[config.mk]
export PLATFORM = sky130hd
export DESIGN_NAME = wdcm_top
export DESIGN_NICKNAME = d
export VERILOG_FILES = /design/src/wdcm_pkg.sv /design/src/wdcm_top.sv
export SDC_FILE = /design/constraint.sdc
export NUM_CORES = 1
export LEC_CHECK = 0
export BUFFER_PORTS_ARGS = -buffer_cell sky130_fd_sc_hd__buf_2
export CAP_MARGIN = 15
export CORE_MARGIN = 2
export CORE_UTILIZATION = 38
export DETAILED_ROUTE_END_ITERATION = 7
export MAX_ROUTING_LAYER = met4
export PLACE_DENSITY = 0.61
export REMOVE_ABC_BUFFERS = 1
export SLEW_MARGIN = 30
export SYNTH_ARGS = -nofsm -noshare
export SYNTH_HDL_FRONTEND = slang
export SYNTH_SLANG_ARGS = --single-unit
[constraint.sdc]
create_clock -name pclk -period 2.6 [get_ports pclk]
set_clock_uncertainty 0.1 [all_clocks]
set_input_delay 0.13 -clock pclk [delete_from_list [all_inputs] [get_ports pclk]]
set_output_delay 0.13 -clock pclk [all_outputs]
set_load 0.05 [all_outputs]
[src/wdcm_pkg.sv]
// Purpose: Shared constants and types of the watchdog and clock monitor block.
// Assumes: APB slave with 32-bit data; one register per aligned word.
// Notes:   Byte address of a register is four times its register index.
package wdcm_pkg;

    // ************************************************************
    // Register map
    // ************************************************************
    localparam logic [9:0] IDX_SERVICE = 10'h01D; // Service register index.
    localparam logic [9:0] IDX_CONTROL = 10'h01E; // Control register index.
    localparam logic [9:0] IDX_IRQ_STATUS = 10'h020; // Sticky event status index.
    localparam logic [9:0] IDX_IRQ_CLEAR = 10'h021; // Event clear index.
    localparam logic [9:0] IDX_IRQ_ENABLE = 10'h022; // Event enable index.
    localparam logic [11:0] ADDR_SERVICE = {IDX_SERVICE, 2'b00}; // Byte address.
    localparam logic [11:0] ADDR_CONTROL = {IDX_CONTROL, 2'b00}; // Byte address.
    localparam logic [11:0] ADDR_IRQ_STATUS = {IDX_IRQ_STATUS, 2'b00}; // Byte address.
    localparam logic [11:0] ADDR_IRQ_CLEAR = {IDX_IRQ_CLEAR, 2'b00}; // Byte address.
    localparam logic [11:0] ADDR_IRQ_ENABLE = {IDX_IRQ_ENABLE, 2'b00}; // Byte address.

    // ************************************************************
    // Field layout and values
    // ************************************************************
    localparam int FLAG_POS = 4; // Reset-source flag bit.
    localparam int CME_POS = 3; // Clock monitor enable bit.
    localparam int WDE_POS = 2; // Watchdog enable bit.
    localparam int PSH_POS = 1; // Period select high bit.
    localparam int PSL_POS = 0; // Period select low bit.
    localparam logic [7:0] CONTROL_RESET = 8'h00; // Control reset value, five bits used.
    localparam logic [7:0] SERVICE_KEY_FIRST = 8'h55; // First service byte.
    localparam logic [7:0] SERVICE_KEY_SECOND = 8'hAA; // Second service byte.
    localparam logic [2:0] EVT_TIMEOUT = 3'h1; // Event mask: watchdog expiry.
    localparam logic [2:0] EVT_CLKFAIL = 3'h2; // Event mask: clock monitor fault.
    localparam logic [2:0] EVT_SERVICED = 3'h4; // Event mask: completed service.

    // ************************************************************
    // Timing counts
    // ************************************************************
    localparam int unsigned WD_BASE_DIV = 32768; // E clock divided by two to the 15th.
    localparam logic [4:0] SYSRST_CYCLES = 5'h10; // Length of the system reset pulse.
    localparam logic [15:0] CLKMON_MIN_CYCLES = 16'h0010; // Least clocks per reference tick.

    // Control register fields as carried through the block.
    typedef struct packed {
        logic reset_source_flag; // Last reset came from this block.
        logic clock_monitor_enable; // Clock monitor may reset the system.
        logic watchdog_enable; // Watchdog expiry may reset the system.
        logic period_select_hi; // Period select, upper bit.
        logic period_select_lo; // Period select, lower bit.
    } wdcm_ctrl_t;

    // Service sequence state.
    typedef enum logic [0:0] {
        WDCM_SVC_IDLE = 1'b0,
        WDCM_SVC_ARMED = 1'b1
    } wdcm_svc_t;

endpackage

[src/wdcm_top.sv]
// Purpose: Watchdog timer with clock monitor behind an APB register slave.
// Assumes: E clock equals pclk; ref_clk_in is a slow free-running reference pin.
// Notes:   sys_reset_out is the system reset request; presetn is power-on reset.
//
// Summary of operation
// - Flag marks resets caused by this block
// - Clock monitor resets only when enabled
// - Watchdog expiry resets only when enabled
// - Period bits set by software, cleared by reset
// - Timeout is 2^15 times 1,4,16,64
// - Other accesses keep the pending sequence
// - Service register reads have no effect
//
// The APB interface to the registers is this design's own decision.
`timescale 1ns/1ps
module wdcm_top #(
    parameter int unsigned BASE_DIV = wdcm_pkg::WD_BASE_DIV // Base timeout in clocks.
) (
    input wire logic pclk, // APB clock, also the E clock.
    input wire logic presetn, // Power-on reset, active low.
    input wire logic psel, // APB select.
    input wire logic penable, // APB access phase.
    input wire logic pwrite, // APB direction, high for write.
    input wire logic [11:0] paddr, // APB byte address.
    input wire logic [31:0] pwdata, // APB write data.
    output logic [31:0] prdata, // APB read data.
    output logic pready, // APB ready.
    output logic pslverr, // APB error for unmapped address.
    input wire logic ref_clk_in, // Slow reference clock pin.
    output logic sys_reset_out, // System reset request, active high.
    output logic irq // Level interrupt.
);

    // ************************************************************
    // Bus slave
    // ************************************************************
    logic pready_q; // Answer flop; one wait state per access.
    logic pslverr_q; // Error flop.
    logic [31:0] prdata_q; // Read data flop.
    logic access_go; // Access phase before the answer.
    logic access_done; // Edge at which a transfer takes effect.
    logic wr_done; // Completing write.
    logic rd_done; // Completing read.
    logic addr_hit; // Address is mapped.
    logic [31:0] rd_mux; // Read data for the current address.

    assign access_go = psel && penable && !pready_q;
    assign access_done = psel && penable && pready_q;
    assign wr_done = access_done && pwrite;
    assign rd_done = access_done && !pwrite;
    assign addr_hit = (paddr == wdcm_pkg::ADDR_SERVICE) || (paddr == wdcm_pkg::ADDR_CONTROL)
        || (paddr == wdcm_pkg::ADDR_IRQ_STATUS) || (paddr == wdcm_pkg::ADDR_IRQ_CLEAR)
        || (paddr == wdcm_pkg::ADDR_IRQ_ENABLE);

    // ************************************************************
    // State declarations
    // ************************************************************
    wdcm_pkg::wdcm_ctrl_t ctrl_q; // Control register.
    wdcm_pkg::wdcm_svc_t svc_q; // Service sequence state.
    logic [21:0] wd_cnt_q; // Watchdog count in E clocks.
    logic [21:0] wd_limit; // Selected timeout in E clocks.
    logic wd_expire; // Count reached the selected period.
    logic svc_restart; // Completed service sequence.
    logic clk_fail; // Clock monitor fault this cycle.
    logic trigger; // A reset cause fires this cycle.
    logic sys_reset_q; // System reset output flop.
    logic [4:0] rst_cnt_q; // Remaining reset pulse length.
    logic ref_s1_q, ref_s2_q, ref_s3_q; // Reference synchroniser.
    logic ref_lvl_q; // Accepted reference level.
    logic ref_rise; // Accepted rising edge of reference.
    logic [15:0] gap_q; // Clocks since the last reference edge.
    logic [2:0] status_q; // Sticky event status.
    logic [2:0] enable_q; // Event enables.
    logic [2:0] evt_set; // Events this cycle.
    logic [2:0] evt_clr; // Clears written this cycle.
    logic irq_q; // Interrupt flop.

    // Read data selected combinationally, registered when the answer is given.
    always_comb begin
        rd_mux = 32'h0000_0000;
        case (paddr)
            // Service reads return zero; no meaningful value exists.
            wdcm_pkg::ADDR_CONTROL: rd_mux = {27'h000_0000, ctrl_q};
            wdcm_pkg::ADDR_IRQ_STATUS: rd_mux = {29'h0000_0000, status_q};
            wdcm_pkg::ADDR_IRQ_ENABLE: rd_mux = {29'h0000_0000, enable_q};
            default: rd_mux = 32'h0000_0000;
        endcase
    end

    // Ready rises one cycle into the access phase and drops after the edge it is seen.
    always_ff @(posedge pclk or negedge presetn) begin
        if (!presetn) begin
            pready_q <= 1'b0;
            pslverr_q <= 1'b0;
            prdata_q <= 32'h0000_0000;
        end else begin
            pready_q <= access_go;
            pslverr_q <= access_go && !addr_hit;
            if (access_go && !pwrite) begin
                prdata_q <= rd_mux;
            end else begin
                prdata_q <= 32'h0000_0000;
            end
        end
    end

    // ************************************************************
    // Control register
    // ************************************************************
    // Flag survives a system reset so software can see why it restarted;
    // only power-on clears it. The rest of the control state follows system reset.
    always_ff @(posedge pclk or negedge presetn) begin
        if (!presetn) begin
            ctrl_q <= wdcm_pkg::wdcm_ctrl_t'(wdcm_pkg::CONTROL_RESET[4:0]);
        end else begin
            if (trigger) begin
                ctrl_q.reset_source_flag <= 1'b1;
            end
            if (sys_reset_q) begin
                ctrl_q.clock_monitor_enable <= 1'b0;
                ctrl_q.watchdog_enable <= 1'b0;
                ctrl_q.period_select_hi <= 1'b0;
                ctrl_q.period_select_lo <= 1'b0;
            end else if (wr_done && paddr == wdcm_pkg::ADDR_CONTROL) begin
                ctrl_q.clock_monitor_enable <= pwdata[wdcm_pkg::CME_POS];
                ctrl_q.watchdog_enable <= pwdata[wdcm_pkg::WDE_POS];
                // Writing zero leaves the period bits as they are.
                if (pwdata[wdcm_pkg::PSH_POS]) begin
                    ctrl_q.period_select_hi <= 1'b1;
                end
                if (pwdata[wdcm_pkg::PSL_POS]) begin
                    ctrl_q.period_select_lo <= 1'b1;
                end
            end
        end
    end

    // ************************************************************
    // Service sequence
    // ************************************************************
    assign svc_restart = wr_done && (paddr == wdcm_pkg::ADDR_SERVICE)
        && (pwdata[7:0] == wdcm_pkg::SERVICE_KEY_SECOND) && (svc_q == wdcm_pkg::WDCM_SVC_ARMED);

    // Only service writes and system reset move the sequence; reads and other registers leave it armed.
    always_ff @(posedge pclk or negedge presetn) begin
        if (!presetn) begin
            svc_q <= wdcm_pkg::WDCM_SVC_IDLE;
        end else if (sys_reset_q) begin
            svc_q <= wdcm_pkg::WDCM_SVC_IDLE;
        end else if (wr_done && paddr == wdcm_pkg::ADDR_SERVICE) begin
            case (svc_q)
                wdcm_pkg::WDCM_SVC_IDLE: begin
                    if (pwdata[7:0] == wdcm_pkg::SERVICE_KEY_FIRST) begin
                        svc_q <= wdcm_pkg::WDCM_SVC_ARMED;
                    end
                end
                wdcm_pkg::WDCM_SVC_ARMED: begin
                    // Other bytes, including a repeated first key, keep it armed.
                    if (pwdata[7:0] == wdcm_pkg::SERVICE_KEY_SECOND) begin
                        svc_q <= wdcm_pkg::WDCM_SVC_IDLE;
                    end
                end
                default: svc_q <= wdcm_pkg::WDCM_SVC_IDLE;
            endcase
        end
    end

    // ************************************************************
    // Watchdog counter
    // ************************************************************
    // Each step of the period code multiplies the base by four.
    assign wd_limit = 22'(BASE_DIV) << {ctrl_q.period_select_hi, ctrl_q.period_select_lo, 1'b0};
    assign wd_expire = ctrl_q.watchdog_enable && (wd_cnt_q == wd_limit - 22'h00_0001);

    // Count runs only while enabled; software must service in time.
    always_ff @(posedge pclk or negedge presetn) begin
        if (!presetn) begin
            wd_cnt_q <= 22'h00_0000;
        end else if (sys_reset_q || !ctrl_q.watchdog_enable || svc_restart || wd_expire) begin
            wd_cnt_q <= 22'h00_0000;
        end else begin
            wd_cnt_q <= wd_cnt_q + 22'h00_0001;
        end
    end

    // ************************************************************
    // Clock monitor
    // ************************************************************
    // Reference passes three flops; an edge counts once the last two agree.
    // A fully stopped pclk cannot be seen from pclk itself; only slowing is caught.
    always_ff @(posedge pclk or negedge presetn) begin
        if (!presetn) begin
            ref_s1_q <= 1'b0;
            ref_s2_q <= 1'b0;
            ref_s3_q <= 1'b0;
        end else begin
            ref_s1_q <= ref_clk_in;
            ref_s2_q <= ref_s1_q;
            ref_s3_q <= ref_s2_q;
        end
    end

    assign ref_rise = (ref_s2_q == ref_s3_q) && ref_s3_q && !ref_lvl_q;
    assign clk_fail = ctrl_q.clock_monitor_enable && ref_rise
        && (gap_q < wdcm_pkg::CLKMON_MIN_CYCLES);

    // Gap counter saturates; held full while disabled so enabling cannot fault at once.
    always_ff @(posedge pclk or negedge presetn) begin
        if (!presetn) begin
            ref_lvl_q <= 1'b0;
            gap_q <= 16'hFFFF;
        end else begin
            if (ref_s2_q == ref_s3_q) begin
                ref_lvl_q <= ref_s3_q;
            end
            if (!ctrl_q.clock_monitor_enable) begin
                gap_q <= 16'hFFFF;
            end else if (ref_rise) begin
                gap_q <= 16'h0000;
            end else if (gap_q != 16'hFFFF) begin
                gap_q <= gap_q + 16'h0001;
            end
        end
    end

    // ************************************************************
    // System reset pulse
    // ************************************************************
    assign trigger = (wd_expire || clk_fail) && !sys_reset_q;

    // A fixed-length pulse gives the rest of the chip time to settle.
    always_ff @(posedge pclk or negedge presetn) begin
        if (!presetn) begin
            rst_cnt_q <= 5'h00;
            sys_reset_q <= 1'b0;
        end else if (trigger) begin
            rst_cnt_q <= wdcm_pkg::SYSRST_CYCLES - 5'h01;
            sys_reset_q <= 1'b1;
        end else if (rst_cnt_q != 5'h00) begin
            rst_cnt_q <= rst_cnt_q - 5'h01;
        end else begin
            sys_reset_q <= 1'b0;
        end
    end

    // ************************************************************
    // Interrupts
    // ************************************************************
    assign evt_set = (wd_expire ? wdcm_pkg::EVT_TIMEOUT : 3'h0)
        | (clk_fail ? wdcm_pkg::EVT_CLKFAIL : 3'h0)
        | (svc_restart ? wdcm_pkg::EVT_SERVICED : 3'h0);
    assign evt_clr = (wr_done && paddr == wdcm_pkg::ADDR_IRQ_CLEAR) ? pwdata[2:0] : 3'h0;

    // Set wins over a clear in the same cycle so no event is lost.
    always_ff @(posedge pclk or negedge presetn) begin
        if (!presetn) begin
            status_q <= 3'h0;
            enable_q <= 3'h0;
            irq_q <= 1'b0;
        end else begin
            status_q <= (status_q & ~evt_clr) | evt_set;
            if (wr_done && paddr == wdcm_pkg::ADDR_IRQ_ENABLE) begin
                enable_q <= pwdata[2:0];
            end
            irq_q <= |(((status_q & ~evt_clr) | evt_set) & enable_q);
        end
    end

    assign prdata = prdata_q;
    assign pready = pready_q;
    assign pslverr = pslverr_q;
    assign sys_reset_out = sys_reset_q;
    assign irq = irq_q;
endmodule // wdcm_top

==> flow_metrics.py <==
metrics = {
    "yosys": {
        "synth_xor_area_frac": 0.0902,
        "synthTopCellsByArea": "dfrtp_1 (36%), dfstp_2 (12%), buf_4 (6.3%)",
        "ys_async_sr_fraction": 1.00,
        "synthFlopType": "dfrtp_1",
        "ys_ff_latch": 68,
        "synth_compound_area_frac": 0.0641,
        "muxShareOfSynthArea": 0.0338,
        "synth_area_per_cell_um2": 10.0,
        "yosysTopAreaCellShare": 0.362,
        "ys_seq_area_frac": 0.479,
        "synth.largest_area_cell": "dfrtp_1",
        "synth_edf_count": 0,
        "yosys.area_share.simple": 0.236,
        "synth.distinct_cells": 49,
        "synth_top_family_by_area": "simple AND/OR/NAND/NOR gates",
        "yosysMostFrequentCell": "dfrtp_1",
        "yosysWarnings": 0,
        "synth_area_mm2": 0.00359,
        "syn-instance-count": 358,
        "ys_top_cells_by_count": "dfrtp_1 (52), nor2_1 (41), buf_4 (30)",
        "synth_fa_ha_area_frac": 0.0174,
    },
    "clocking": {
        "root_buffer": "clkbuf_8",
        "cts_tree": "built",
        "post_cts_buffers": 0,
        "path_clk_slew_ns": 0.07,
        "htree_levels": 3,
        "cts.repair.resized": 0,
        "cts_buffers": 9,
        "ctsLongestPathBuffers": 2,
        "cts_sinks": 68,
        "clk_latency_ns": 0.35,
    },
    "sta": {
        "setup_viol": 0,
        "fin_setup_tns_ns": 0,
        "fin_crit_ns": 2.17,
        "slew_headroom": 0.429,
        "slew_viol_final": 0,
        "rsz0062_at_grt": "false",
        "finalCritPeriodShare": 0.835,
        "fmax_mhz": 460,
        "setup_slack_ns": 0.428,
        "hold_violations": 0,
        "worstMarginPinSlew_ns": 0.854,
    },
    "critical_path": {
        "worstPathCellList": "or3_1 -> a221oi_1 -> o2111ai_1 -> nand4bb_1 -> buf_4 -> nor2_1",
        "crit_arrival_ns": 2.30,
        "worstReg2RegEnd": "wd_cnt_q[14]$_DFF_PN0_",
        "crit_required_ns": 2.73,
        "crit_type": "flop to flop",
        "worstSetupStartpointType": "flop",
        "cpMaxStageDelayCell": "dfrtp_1",
        "endpoint_kind": "flop",
        "r2r_cells": 6,
        "timing.rr.start": "ctrl_q[1]$_DFFE_PN0P_",
        "crit_path_max_fanout": 22,
        "max_stage_delay_ns": 0.47,
        "r2r_slack_ns": 0.43,
    },
    "placed_design": {
        "dp_hpwl_um": 4750,
        "place_congestion": 0.828,
        "post-place-ws_ns": 0.390,
        "dpl.cell_count": 501,
        "portBuffers": 34,
    },
    "global_route": {
        "grt_pass1_wl_um": 11400,
        "grt_use_total": 0.144,
        "grt_max_degree": 30,
        "antenna_found_initial": 0,
        "grt_overflow": 0,
        "grt_pass1_vias": 2490,
    },
    "hold_path": {
        "min_from": "pwrite",
        "min_to": "prdata[1]$_DFF_PN0_",
        "hp-class": "primary input to flop",
        "hold_depth": 3,
    },
    "route": {
        "num_vias": 2637,
        "first_iter_violations": 90,
        "dr.pass1.iters": 4,
        "ant_nets": 0,
        "drc": 0,
        "wl_per_cell_um": 12.6,
        "viasPerCell": 5.02,
        "routed_wl_um": 6620,
    },
    "floorplan": {
        "core_mm2": 0.00920,
        "fp.dieH_um": 101,
        "ios": 86,
        "dieArea_mm2": 0.0103,
        "fp-row-count": 35,
        "die_w_um": 101,
        "start_util": 0.391,
    },
    "pwr": {
        "power.total_mw": 2.22,
        "internal_power_mw": 1.67,
        "clockPowerShare": 0.435,
        "p_sw_frac": 0.247,
        "pwr_density_cell_mw_per_mm2": 538,
        "p_sw_mw": 0.548,
        "ir_drop_mv": 0.360,
        "p_leak_nw": 1.87,
        "pwr-share-seq": 0.481,
        "power.share.combinational": 0.083,
    },
    "cells_and_area": {
        "areaGrowthSynthToFinish_pct": 14.9,
        "final_core_util": 0.449,
        "fin_cells": 525,
        "layout.nets": 464,
        "drive_gt1_frac": 0.205,
        "fill_cells": 882,
        "antenna_cells": 0,
    },
    "outcome": {
        "status": "finished clean",
    },
    "job": {
        "cap_violations": 0,
    },
}
==> critical path: cells and delay by family (launching register included) <==
kind	cells	cell delay (ns)
buffers and inverters	1	0.27
AOI/OAI and AO/OA	2	0.55
and+or+nand+nor	3	0.66
DFF	1	0.47
==> flip-flops by register name (all words and copies together) (netlist names) <==
signal and cells:
status_q 3, ref_lvl_q 1, irq 1, sys_reset_out 1
prdata 5, pready 1, ref_s3_q 1, ref_s1_q 1
ref_s2_q 1, enable_q 3, ctrl_q 5, wd_cnt_q 22
gap_q 16, pslverr 1, svc_q 1, rst_cnt_q 5
==> power groups by stage <==
| stage | clock (mW) | combinational (mW) | sequential [mW] |
|---|---|---|---|
| 2_1_floorplan | 0 | 0.108 | 1.09 |
| 3_3_place_gp | 0 | 0.175 | 1.09 |
| 3_5_place_dp | 0 | 0.177 | 1.09 |
| 4_1_cts | 1.00 | 0.186 | 1.07 |
| 5_1_grt | 1.04 | 0.199 | 1.07 |
| 6_report | 0.966 | 0.185 | 1.07 |
==> metrics by stage <==
stage	area [um2]	hold WS, ns
6_report	4130	0.0402
3_5_place_dp	3820	0.120
3_3_place_gp	3820	0.107
4_1_cts	4130	0.0222
2_1_floorplan	3440	-0.266
5_1_grt	4130	0.0486
==> final cells by class <==
type	instances	area [um2]	area share
Timing Repair Buffer	50	323	0.0782
Multi-Input combinational cell	271	1690	0.408
Tap cell	111	139	0.0336
Clock inverter	6	87.6	0.0212
Clock buffer	10	138	0.0333
Inverter	9	33.8	0.00818
Sequential cell	68	1720	0.417
==> layout by cell type, fill, tap and decap left out, types with 6 or more instances in the layout <==
master and instances:
dfstp_2 16, clkbuf_8 10, nand3_1 12, xor2_1 23
nor4_1 6, nand2_1 26, nor2_1 41, and3_1 9
dlygate4sd3_1 8, buf_2 34, nor3_1 9, dfrtp_1 52
nand4_1 13, buf_4 7, xnor2_1 14, o21ai_1 12
inv_1 9, conb_1 27
==> cell families after synthesis <==
family          after synthesis
mux                          11
simple gates                154
fa+ha+maj                     5
other cells                   1
compound gates               37
buf+inv                      45
xor+xnor                     37
flops                        68
==> timing repair <==
item	CTS	global route
endpoints found under the hold margin	36	0
hold buffers	8	0
endpoints found under the setup margin	0	0
==> worst max-delay path by stage <==
stage | startpoint | end | slack (ns) | cells after the start
6_report | ctrl_q[1]$_DFFE_PN0P_ | wd_cnt_q[14]$_DFF_PN0_ | 0.43 | 6
5_1_grt | wd_cnt_q[0]$_DFF_PN0_ | wd_cnt_q[14]$_DFF_PN0_ | 0.20 | 7
4_1_cts | ctrl_q[1]$_DFFE_PN0P_ | wd_cnt_q[14]$_DFF_PN0_ | 0.39 | 6
3_5_place_dp | ctrl_q[1]$_DFFE_PN0P_ | wd_cnt_q[14]$_DFF_PN0_ | 0.39 | 6
3_3_place_gp | wd_cnt_q[0]$_DFF_PN0_ | wd_cnt_q[8]$_DFF_PN0_ | 0.49 | 7
2_1_floorplan | pready$_DFF_PN0_ | wd_cnt_q[10]$_DFF_PN0_ | 0.35 | 5
==> metal layers <==
layer	vias to the layer above	track usage	wire length, um
met3	8	0.0455	244
met4	0	0.0374	65
met2	46	0.226	3210
met1	1289	0.181	3100
li1	1294	-	-
met5	-	-	0
(Power assumes the default switching activity.)
